File: config.mk
export PLATFORM = sky130hd
export DESIGN_NAME = accel_range_hpf_config
export DESIGN_NICKNAME = d
export VERILOG_FILES = /design/src/pkg/accel_cfg_pkg.sv /design/src/rtl/accel_range_hpf_config.sv
export VERILOG_INCLUDE_DIRS = /design/src /design/src/pkg
export SDC_FILE = /design/constraint.sdc
export NUM_CORES = 1
export LEC_CHECK = 0
export ABC_AREA = 1
export CAP_MARGIN = 20
export CORE_MARGIN = 4
export CORE_UTILIZATION = 30
export DETAILED_ROUTE_END_ITERATION = 8
export DONT_BUFFER_PORTS = 1
export PLACE_DENSITY = 0.41
export SLEW_MARGIN = 5
export SYNTH_ARGS = -nofsm -noshare
export SYNTH_HDL_FRONTEND = slang
export SYNTH_SLANG_ARGS = --single-unit
File: constraint.sdc
create_clock -name clk_i -period 15.1 [get_ports clk_i]
set_input_delay 0.755 -clock clk_i [delete_from_list [all_inputs] [get_ports clk_i]]
set_output_delay 0.755 -clock clk_i [all_outputs]
set_load 0.05 [all_outputs]
File: src/pkg/accel_cfg_defines.svh
`ifndef ACCEL_CFG_DEFINES_SVH
`define ACCEL_CFG_DEFINES_SVH

`define ADDR_OUT_RANGE_CFG 8'h0e
`define ADDR_HP_CUTOFF_CFG 8'h0f
`define ADDR_ORIENT_STATUS 8'h10

`define OUT_CFG_WMASK 8'hff
`define HP_CFG_WMASK 8'hff
`define CFG_RESET 8'h00

`define BIT_HPF_OUT 4
`define BIT_RANGE_LO 0
`define BIT_TAP_HPF_BYPASS 5
`define BIT_TAP_LPF_EN 4
`define BIT_CUTOFF_LO 0
`define BIT_ORIENT_CHANGED 7
`define BIT_LOCKOUT 6

`define SEL_RATE_800 3'h0
`define CUTOFF_BASE_MHZ 20'h03e80

`endif

File: src/pkg/accel_cfg_pkg.sv
package accel_cfg_pkg;

typedef enum logic [1:0] {
	RANGE_2G = 2'h0,
	RANGE_4G = 2'h1,
	RANGE_8G = 2'h2,
	RANGE_RSVD = 2'h3
} range_t;

typedef enum logic [1:0] {
	OSM_NORMAL = 2'h0,
	OSM_LNLP = 2'h1,
	OSM_HIRES = 2'h2,
	OSM_LOWPOWER = 2'h3
} osm_t;

typedef enum logic [1:0] {
	PL_PORTRAIT_UP = 2'h0,
	PL_PORTRAIT_DOWN = 2'h1,
	PL_LAND_RIGHT = 2'h2,
	PL_LAND_LEFT = 2'h3
} pl_code_t;

typedef enum logic [1:0] {
	ST_STANDBY = 2'h0,
	ST_WAIT_FIRST = 2'h1,
	ST_TRACK = 2'h3
} orient_state_t;

endpackage

File: src/rtl/accel_range_hpf_config.sv
`timescale 1ns/1ns
// What this block does
// Bit 4 of the range/filter register selects raw or high-pass data out.
// The range field picks 2 g, 4 g or 8 g at 0.244, 0.488, 0.976 mg/LSB.
// Both configuration registers reset to zero and are fully read/write.
// Bit 5 of the cutoff register removes the high-pass from the tap path.
// Bit 4 of the cutoff register inserts a low-pass into the tap path.
// The cutoff field gives 16 Hz at 800 Hz rate and halves per code step.
// Cutoff scales with rate and mode, except high-res which stays fixed.
// Six orientations: four portrait/landscape with lockout, plus face.
// Status bit 7 flags a change; bits 6 and 2:0 give the current orientation, bits 5:3 read zero.
// Reading the orientation status clears the pending orientation event.
// The change flag sets on first detection after activation or change.
// Codes: portrait up 00, down 01, land right 10, left 11; back is 1.
// Each of X, Y and Z is high-pass filtered on its own.
// Software must not write the reserved range code 11.
`include "accel_cfg_defines.svh"

module accel_range_hpf_config
	import accel_cfg_pkg::*;
#(
	parameter int DATA_W = 14
) (
	input wire logic clk_i,
	input wire logic nrst_i,
	// Register port
	input wire logic [7:0] reg_addr_i,
	input wire logic reg_wr_i,
	input wire logic reg_rd_i,
	input wire logic [7:0] reg_wdata_i,
	output logic [7:0] reg_rdata_o,
	// Operating context
	input wire logic active_i,
	input wire logic [2:0] output_rate_i,
	input wire logic [1:0] osm_i,
	// Raw samples, one strobe per X/Y/Z set
	input wire logic sample_valid_i,
	input wire logic signed [DATA_W-1:0] x_i,
	input wire logic signed [DATA_W-1:0] y_i,
	input wire logic signed [DATA_W-1:0] z_i,
	// Orientation detector result
	input wire logic orient_valid_i,
	input wire logic [1:0] pl_code_i,
	input wire logic back_i,
	input wire logic tilt_lockout_i,
	// Outputs
	output logic out_valid_o,
	output logic signed [DATA_W-1:0] x_o,
	output logic signed [DATA_W-1:0] y_o,
	output logic signed [DATA_W-1:0] z_o,
	output logic signed [DATA_W-1:0] tap_x_o,
	output logic signed [DATA_W-1:0] tap_y_o,
	output logic signed [DATA_W-1:0] tap_z_o,
	output logic [1:0] range_select_o,
	output logic [19:0] cutoff_mhz_o,
	output logic orient_event_o
);

localparam int SH_W = 4;
localparam int ACC_W = DATA_W + 8;

typedef struct packed {
	logic [7:0] out_cfg;
	logic [7:0] hp_cfg;
	logic [1:0] pl_code;
	logic back;
	logic lockout;
	logic changed;
	orient_state_t ost;
	logic [2:0][ACC_W-1:0] hp_acc;
	logic [2:0][ACC_W-1:0] lp_acc;
	logic [2:0][DATA_W-1:0] out_d;
	logic [2:0][DATA_W-1:0] tap_d;
	logic out_valid;
	logic [7:0] rdata;
	logic [19:0] cutoff;
} state_t;

state_t state_reg;
state_t state_next;

////////////////////////////////////////////////////////////////////////////////

// Filter shift against 16 Hz: rate steps follow the mode, each code halves
// Rate index 0..7 is 800, 400, 200, 100, 50, 12.5, 6.25, 1.56 Hz
function automatic logic [SH_W-1:0] hp_shift(input logic [1:0] sel,
		input logic [2:0] rate, input logic [1:0] mode);
	logic [SH_W-1:0] r;
	r = 4'h0;
	if (mode != OSM_HIRES) begin
		case (rate)
		3'h0: r = 4'h0;
		3'h1: r = 4'h0;
		3'h2: r = 4'h1;
		3'h3: r = 4'h2;
		3'h4: r = 4'h3;
		3'h5: r = (mode == OSM_NORMAL) ? 4'h3 : 4'h5;
		3'h6: r = (mode == OSM_NORMAL) ? 4'h3 : 4'h6;
		default: r = (mode == OSM_NORMAL) ? 4'h3 : 4'h8;
		endcase
		// Low power sits one step lower at every rate below 800 Hz
		if (mode == OSM_LOWPOWER && rate != 3'h0) begin
			r = r + 4'h1;
		end
	end
	r = r + {2'h0, sel};
	return r;
endfunction

function automatic logic [ACC_W-1:0] ext(input logic [DATA_W-1:0] d);
	return {{(ACC_W-DATA_W){d[DATA_W-1]}}, d};
endfunction

////////////////////////////////////////////////////////////////////////////////

always_comb begin
	logic [SH_W-1:0] sh;
	logic [ACC_W-1:0] hp_val;
	logic [ACC_W-1:0] raw;
	logic [ACC_W-1:0] tap_in;
	logic [DATA_W-1:0] samp;
	logic [1:0] ch;
	state_next = state_reg;
	sh = hp_shift(state_reg.hp_cfg[`BIT_CUTOFF_LO +: 2], output_rate_i,
		osm_i);
	hp_val = '0;
	raw = '0;
	tap_in = '0;
	samp = '0;
	ch = '0;
	state_next.out_valid = 1'b0;
	// Register writes
	if (reg_wr_i) begin
		if (reg_addr_i == `ADDR_OUT_RANGE_CFG) begin
			state_next.out_cfg = reg_wdata_i & `OUT_CFG_WMASK;
		end else if (reg_addr_i == `ADDR_HP_CUTOFF_CFG) begin
			state_next.hp_cfg = reg_wdata_i & `HP_CFG_WMASK;
		end
	end
	// Filters per axis: leaky integrator gives the low-frequency part
	if (sample_valid_i) begin
		for (int i = 0; i < 3; i++) begin
			samp = (i == 0) ? x_i : (i == 1) ? y_i : z_i;
			raw = ext(samp);
			hp_val = raw - (state_reg.hp_acc[i] >>> (sh + 4'h3));
			state_next.hp_acc[i] = state_reg.hp_acc[i]
				+ raw - (state_reg.hp_acc[i] >>> (sh + 4'h3));
			state_next.out_d[i] = state_reg.out_cfg[`BIT_HPF_OUT]
				? hp_val[DATA_W-1:0] : samp;
			tap_in = state_reg.hp_cfg[`BIT_TAP_HPF_BYPASS]
				? raw : hp_val;
			state_next.lp_acc[i] = state_reg.lp_acc[i]
				+ ((tap_in - state_reg.lp_acc[i]) >>> 2);
			state_next.tap_d[i] = state_reg.hp_cfg[`BIT_TAP_LPF_EN]
				? state_next.lp_acc[i][DATA_W-1:0]
				: tap_in[DATA_W-1:0];
		end
		state_next.out_valid = 1'b1;
	end
	state_next.cutoff = `CUTOFF_BASE_MHZ >> sh;
	// Orientation tracking
	case (state_reg.ost)
	ST_STANDBY: begin
		if (active_i) begin
			state_next.ost = ST_WAIT_FIRST;
		end
	end
	ST_WAIT_FIRST: begin
		if (!active_i) begin
			state_next.ost = ST_STANDBY;
		end else if (orient_valid_i) begin
			ch[0] = 1'b1;
			state_next.ost = ST_TRACK;
		end
	end
	ST_TRACK: begin
		if (!active_i) begin
			state_next.ost = ST_STANDBY;
		end else if (orient_valid_i) begin
			ch[1] = (pl_code_i != state_reg.pl_code)
				|| (back_i != state_reg.back)
				|| (tilt_lockout_i != state_reg.lockout);
		end
	end
	default: state_next.ost = ST_STANDBY;
	endcase
	if (orient_valid_i && active_i) begin
		state_next.pl_code = pl_code_i;
		state_next.back = back_i;
		state_next.lockout = tilt_lockout_i;
	end
	// Read data and clear-on-read; a new change wins over the clear
	state_next.rdata = 8'h00;
	if (reg_rd_i) begin
		case (reg_addr_i)
		`ADDR_OUT_RANGE_CFG: state_next.rdata = state_reg.out_cfg;
		`ADDR_HP_CUTOFF_CFG: state_next.rdata = state_reg.hp_cfg;
		`ADDR_ORIENT_STATUS: begin
			state_next.rdata = {state_reg.changed, state_reg.lockout,
				3'h0, state_reg.pl_code, state_reg.back};
			state_next.changed = 1'b0;
		end
		default: state_next.rdata = 8'h00;
		endcase
	end
	if (ch != 2'h0) begin
		state_next.changed = 1'b1;
	end
end

always_ff @(posedge clk_i or negedge nrst_i) begin
	if (!nrst_i) begin
		state_reg <= '0;
		state_reg.out_cfg <= `CFG_RESET;
		state_reg.hp_cfg <= `CFG_RESET;
		state_reg.ost <= ST_STANDBY;
		state_reg.cutoff <= `CUTOFF_BASE_MHZ;
	end else begin
		state_reg <= state_next;
	end
end

////////////////////////////////////////////////////////////////////////////////

assign reg_rdata_o = state_reg.rdata;
assign out_valid_o = state_reg.out_valid;
assign x_o = state_reg.out_d[0];
assign y_o = state_reg.out_d[1];
assign z_o = state_reg.out_d[2];
assign tap_x_o = state_reg.tap_d[0];
assign tap_y_o = state_reg.tap_d[1];
assign tap_z_o = state_reg.tap_d[2];
assign range_select_o = state_reg.out_cfg[`BIT_RANGE_LO +: 2];
assign cutoff_mhz_o = state_reg.cutoff;
assign orient_event_o = state_reg.changed;

endmodule // accel_range_hpf_config

Yosys cells after proc, flatten, opt, wreduce, memory -nomap -nowiden
Index checks and enable logic that the tools add are counted.
- register bits after elaboration: 268
- logic and storage cells: 113
- add/sub/neg operators: 18
- eq/ne operators: 19
- shift operators: 4
- mux-type cells: 33
- bitwise operators: 1
- reductions and logical operators: 16
- operator list (kind ; number):
    22-bit subtractor ; 9
    14-bit two-way mux ; 6
    22-bit by 20-bit adder with 22-bit output ; 3
    22-bit adder ; 3
    22-bit two-way mux ; 3
    22-bit by 4-bit >>> shifter with 22-bit output ; 3
    4-bit one-hot mux with 6 select lines ; 1
    8-bit one-hot mux with 3 select lines ; 1
    14-bit by 4-bit >> shifter with 20-bit output, first input constant ; 1
    8-bit by 4-bit == test with 1-bit output, second input constant ; 2
    4-bit two-way mux ; 4
    1-bit two-way mux ; 10
    3-bit == test, second input constant ; 3
    8-bit by 5-bit == test with 1-bit output, second input constant ; 1
    2-bit two-way mux ; 4
    8-bit two-way mux ; 1
    3-bit by 2-bit == test with 1-bit output, second input constant ; 2
    3-bit two-way mux ; 2
    2-bit inequality test, second input constant ; 3
    2-bit one-hot mux with 3 select lines ; 1
    3-bit AND reduction ; 2
    2-bit nonzero test ; 3
    4-bit by 1-bit adder with 4-bit output, second input constant ; 1
    4-bit by 2-bit adder with 4-bit output ; 1
    other kinds (15) ; 21

Logic depth before layout (Yosys ltp)
- depth after elaboration: 15
- depth in mapped cells: 53

Worst setup path after synthesis
OpenSTA, ideal clock, no wires.
- path type: input to register
- start: input osm_i[1]
- end: register state_reg[155] (netlist name)
- library setup time: 0.131 ns
- arrival time: 8.101 ns
- data required time: 14.969 ns
- slack: 6.868 ns
- stages on the path: 46
- buffers on the path: 5
- cell sequence: o21ai_0 > o22ai_1 > xnor2_1 > nor2_1 > ha_1 > inv_1 > clkbuf_1 > buf_1 > ha_1 > inv_1 > ha_1 > clkbuf_1 > inv_1 > clkbuf_1 > clkbuf_1 > nand2_1 > o21a_1 > o21ai_0 > [10 not listed] > ha_1 > nand2_1 > nor2_1 > nand2_1 > o21ai_1 > a31oi_1 > nor3_1 > nor2_1 > xor2_1 > ha_1 > nand2_1 > nor4_1 > nand4_1 > nand3_1 > nand3_1 > nand2_1 > o21ai_0 > xor2_1
- longest elaborated chain between the ends: 14
- RTL lines (item ; RTL line ; source):
    from (decl) ; accel_range_hpf_config.sv:35 ; input wire logic [1:0] osm_i,
    2-bit logical NOT ; accel_range_hpf_config.sv:97, accel_range_hpf_config.sv:98, accel_range_hpf_config.sv:99 ;
    4-bit two-way mux (tied with other cells) ; accel_range_hpf_config.sv:99 ; default: r = (mode == OSM_NORMAL) ? 4'h3 : 4'h8;
    4-bit one-hot mux with 6 select lines ; accel_range_hpf_config.sv:91 ; case (rate)
    4-bit two-way mux ; accel_range_hpf_config.sv:90 ; if (mode != OSM_HIRES) begin
    4-bit by 1-bit adder with 4-bit output ; accel_range_hpf_config.sv:103 ; r = r + 4'h1;
    4-bit two-way mux ; accel_range_hpf_config.sv:102 ; if (mode == OSM_LOWPOWER && rate != 3'h0) begin
    4-bit two-way mux (*) ; accel_range_hpf_config.sv:90 ;
    4-bit by 2-bit adder with 4-bit output (*) ; accel_range_hpf_config.sv:106 ; r = r + {2'h0, sel};
    4-bit by 2-bit adder with 4-bit output (*) ; accel_range_hpf_config.sv:145 ; hp_val = raw - (state_reg.hp_acc[i] >>> (sh + 4'h3));
    22-bit by 4-bit >>> shifter with 22-bit output (*) ; accel_range_hpf_config.sv:145 ;
    22-bit subtractor (*) ; accel_range_hpf_config.sv:145 ;
    22-bit two-way mux (*) ; accel_range_hpf_config.sv:150 ; tap_in = state_reg.hp_cfg[`BIT_TAP_HPF_BYPASS]
    22-bit subtractor (*) ; accel_range_hpf_config.sv:153 ; + ((tap_in - state_reg.lp_acc[i]) >>> 2);
    22-bit by 20-bit adder with 22-bit output (*) ; accel_range_hpf_config.sv:153 ;
    to (signal assigned) ; accel_range_hpf_config.sv:219 ; state_reg <= state_next;
    to (decl) ; accel_range_hpf_config.sv:79 ; state_t state_reg;
Mark *: on every way between the ends. The rest lies on a longest branch, timed or not. The select of a mux whose other input is x is not followed.
A chain may end at the register's enable or synchronous reset.

Final worst setup path
- start: input osm_i[1]
- end: register state_reg[156] (netlist name)
Same word-level chain as after synthesis.

==> results.md <==
- The run finished with clean final reports.
- A synthesized cell averages approximately 6.9 sq um.
- The count of unresolved DRC violations after routing is 0.
- The post-synthesis register bit count is roughly 260.
- The quantity of gates resized following cts is 0.
- The number of distinct standard cells referenced by the synthesized netlist is 63.
- Entering global routing, the biggest net connects 258 pins.
- The clock insertion delay at the later pin of the skew report is ~0.58 ns.
- The initial antenna violation count came to 2.
- The cell taking the most area after synthesis is dfrtp_1.
- The most instantiated flip-flop cell in the synthesis netlist is dfrtp_1.
- The final number of max-transition violations is 0.
- The number of top-level design ports is 190.
- The top-area cell type share of the netlist area is around 23%.
- At the worst endpoint, the required time is approximately 16 ns.
- The fraction of the cycle the final worst path needs is a little under two thirds.
- Global routing used approximately a fifth of the available tracks across all layers.
- The count of placed standard cells in the final layout, fillers left out is 5159.
- The Yosys step of the flow raised 0 warnings.
- The total detailed-routing wirelength is around 95000 um.
- Setup repair after global routing left no endpoint under its margin.
- Once detail routing completed, the nets flagged for antenna violations numbered 0.
- The H-tree was split into 2 levels.
- The max-cap check violation count is 0.
- The class of the most critical hold timing path is primary input to asynchronous set/reset pin.
- The number of antenna diodes is 0.
- The final weighted congestion in routability-driven placement is ~0.85.
- The width of the die is approximately 310 um.
- The final layout net count is around 4300.
- The sequential element share of the synthesized area is 23.30%.
- Setup total negative slack on the finished layout was measured at 0 ns.
- The share of synthesized flip-flops with an asynchronous set or reset is between 90% and 100%.
- The count of buffers added by post-CTS timing repair for setup is 0.
- The placed cell count is a little over 5000.
- Clock tree synthesis found a total of roughly 260 sinks.
- The final standard cell utilization of the core is between 30% and 40%.
- The commonest non-fill, non-tap cell in the layout is nand2_1.
- The maximum buffer depth of the clock tree is 3.
- The area of the core is ~93000 sq um.
- On the worst path, the slowest cell contributes a delay of between 0.7 and 0.8 ns.
- The setup clock skew after layout is about 0.031 ns.
- The initial cell density of the core is 30.23%.
- By instance count, the cell type seen most on the critical path is nand2_1.
- After detailed routing, the average wire length per cell comes to between 15 and 20 um.
- The final number of setup-violating endpoints is 0.
- The TritonCTS buffer count is 39.
- The actual slew at the worst max-slew pin is roughly 1.0 ns.
- The number of optimization iterations in the first detailed-route pass is 6.
- The largest fanout on the critical path is 81.
- Static timing analysis puts the maximum clock frequency at between 100 and 150 MHz.
- The register with the most flip-flops in the layout has 152 of them.
- In this run the vertical extent of the chip is 314.4 um.
- The full die area is about 100000 sq um.
- STA classifies the critical path endpoint as a register.
- The tightest slew margin relative to the limit is roughly 30%.
- After legalization and detailed placement, the total HPWL measured about 75000 um.
- In this run the tool buffered the top-level ports with 0 buffer cells.
- The area added between synthesis and finish is 5.850%.
- The number of failing hold endpoints at the final stage came to 0.
- The share of layout cells above drive strength 1 is 3.790%.
- The TritonCTS clock tree is built.
- In the post-synthesis netlist, the biggest area contributors are dfrtp_1 23%, nand2_1 13%, ha_1 12%, o21ai_0 8.1%, inv_1 6.1%.
- The initial DRC count is 1652.
- STA puts the critical path data arrival time at approximately 10 ns.
- The clock slew at the register clock pins of the worst setup and hold paths is around 0.06 ns.
- The number of global-route vias before repair was 24530.
- The total non-filler cell area in the finished layout is 29820 sq um.
- The tree is rooted in a clkbuf_16.
- The remaining global-route overflow is 0.
- In the routed layout, each cell is associated on average with a via count of around 5.
- In this run, synthesis inferred 0 flip-flops with an integrated enable.
- The placed cell area is 28500 sq um.
- In this run the cell area of the synthesized design comes to between 20000 and 30000 sq um.
- The via count of the routed design is 25430.
- The critical path start-end classification is primary input to register.
- The largest individual stage delay along the critical path comes from the cell inv_1.
- The wire length of the first global-routing pass is approximately 150000 um.
- The top cell types in the final layout, fill and taps aside, are 1010 x nand2_1, 458 x o21ai_0, 455 x inv_1, 305 x a21oi_1, 258 x ha_1.
- The count of standard-cell rows is 112.
- The worst setup path is launched from a primary input.
- For the finished layout, the period the worst path requires is between 9 and 10 ns.
- The cell count after synthesis came out at between 4000 and 5000.
[repair_timing]
| action | CTS | global route |
|---|---|---|
| setup endpoints to repair | 0 | 0 |
| hold buffers | 2 | 0 |
| endpoints found under the hold margin | 257 | 0 |
[cell type report]
cell class              instances  area, sq um
repair buffers                 14        147.6
clock buffers                  52         1075
fillers                     10260        63370
well taps                    1254         1569
inverters                     469         1778
multi-input cells            3091        18500
flip-flops and latches        262         6568
clock inverters                17        176.4
[worst max-delay path: cells and delay by family]
kind | cells | cell delay [ns]
AND/OR/NAND/NOR | 19 | 2.70
AO/OA/AOI/OAI | 8 | 2.44
adder cells (fa/ha/maj) | 6 | 2.12
buffers and inverters | 3 | 1.43
XOR/XNOR | 4 | 0.57
[cell families after synthesis]
kind of cell	Yosys count	share of synthesized area (%)
AO/OA/AOI/OAI	1011	19.82
XOR/XNOR	188	5.846
adder cells (fa/ha/maj)	331	16.57
buffers and inverters	711	11.14
flip-flops	262	23.30
multiplexers	36	1.315
other	1	0.01331
AND/OR/NAND/NOR	1519	22.00
[routing by layer]
metal / routed length [um] / GRT usage, % / up-vias / share of wire, %
met4: 1633 / 3.466 / 2 / 1.7
met1: 50700 / 29.59 / 11840 / 53
met2: 37510 / 26.99 / 469 / 39
li1: - / - / 13030 / -
met5: 13 / 0 / - / 0.014
met3: 5251 / 3.732 / 86 / 5.5
[stage by stage]
step	hold slack, ns	worst slack [ns]
floorplan	0.4502	6.868
global placement	0.4786	4.794
detailed placement	0.4777	4.807
CTS	0.1660	5.441
global route	0.1709	4.531
finish	0.1880	5.530
[worst paths after layout]
kind | end | depth (start not counted) | from | slack [ns]
worst max-delay path | state_reg[156] | 40 | osm_i[1] | 5.53
worst min-delay path | cutoff_mhz_o[5] | 1 | nrst_i | 0.19
worst max register to register | state_reg[156] | 36 | state_reg[252] | 5.95
worst min register to register | state_reg[245] | 1 | state_reg[246] | 0.50
max in group asynchronous | x_o[13] | 2 | nrst_i | 13.70
min in group clk_i | out_valid_o | 0 | sample_valid_i | 0.22
[cells in the mapped netlist (8+ instances only)]
master / number
or2_2: 25
o21bai_1: 15
o21ai_0: 458
inv_1: 458
dfrtp_1: 256
mux2i_1: 28
buf_4: 114
buf_1: 18
nor2_1: 248
o21a_1: 14
nand2_1: 1010
a21o_1: 17
a21oi_1: 305
fa_1: 70
a211oi_1: 15
o211ai_1: 57
xor2_1: 113
nor4_1: 19
ha_1: 261
nand3_1: 135
a21boi_0: 10
o22ai_1: 13
a31oi_1: 35
mux2_2: 8
clkbuf_1: 93
o21ai_1: 37
nor3_1: 19
buf_2: 16
xnor2_1: 75
nand4_1: 34
Power is not shown: default switching activity piles up to over one toggle a cycle in this logic, so the estimate is an artifact.
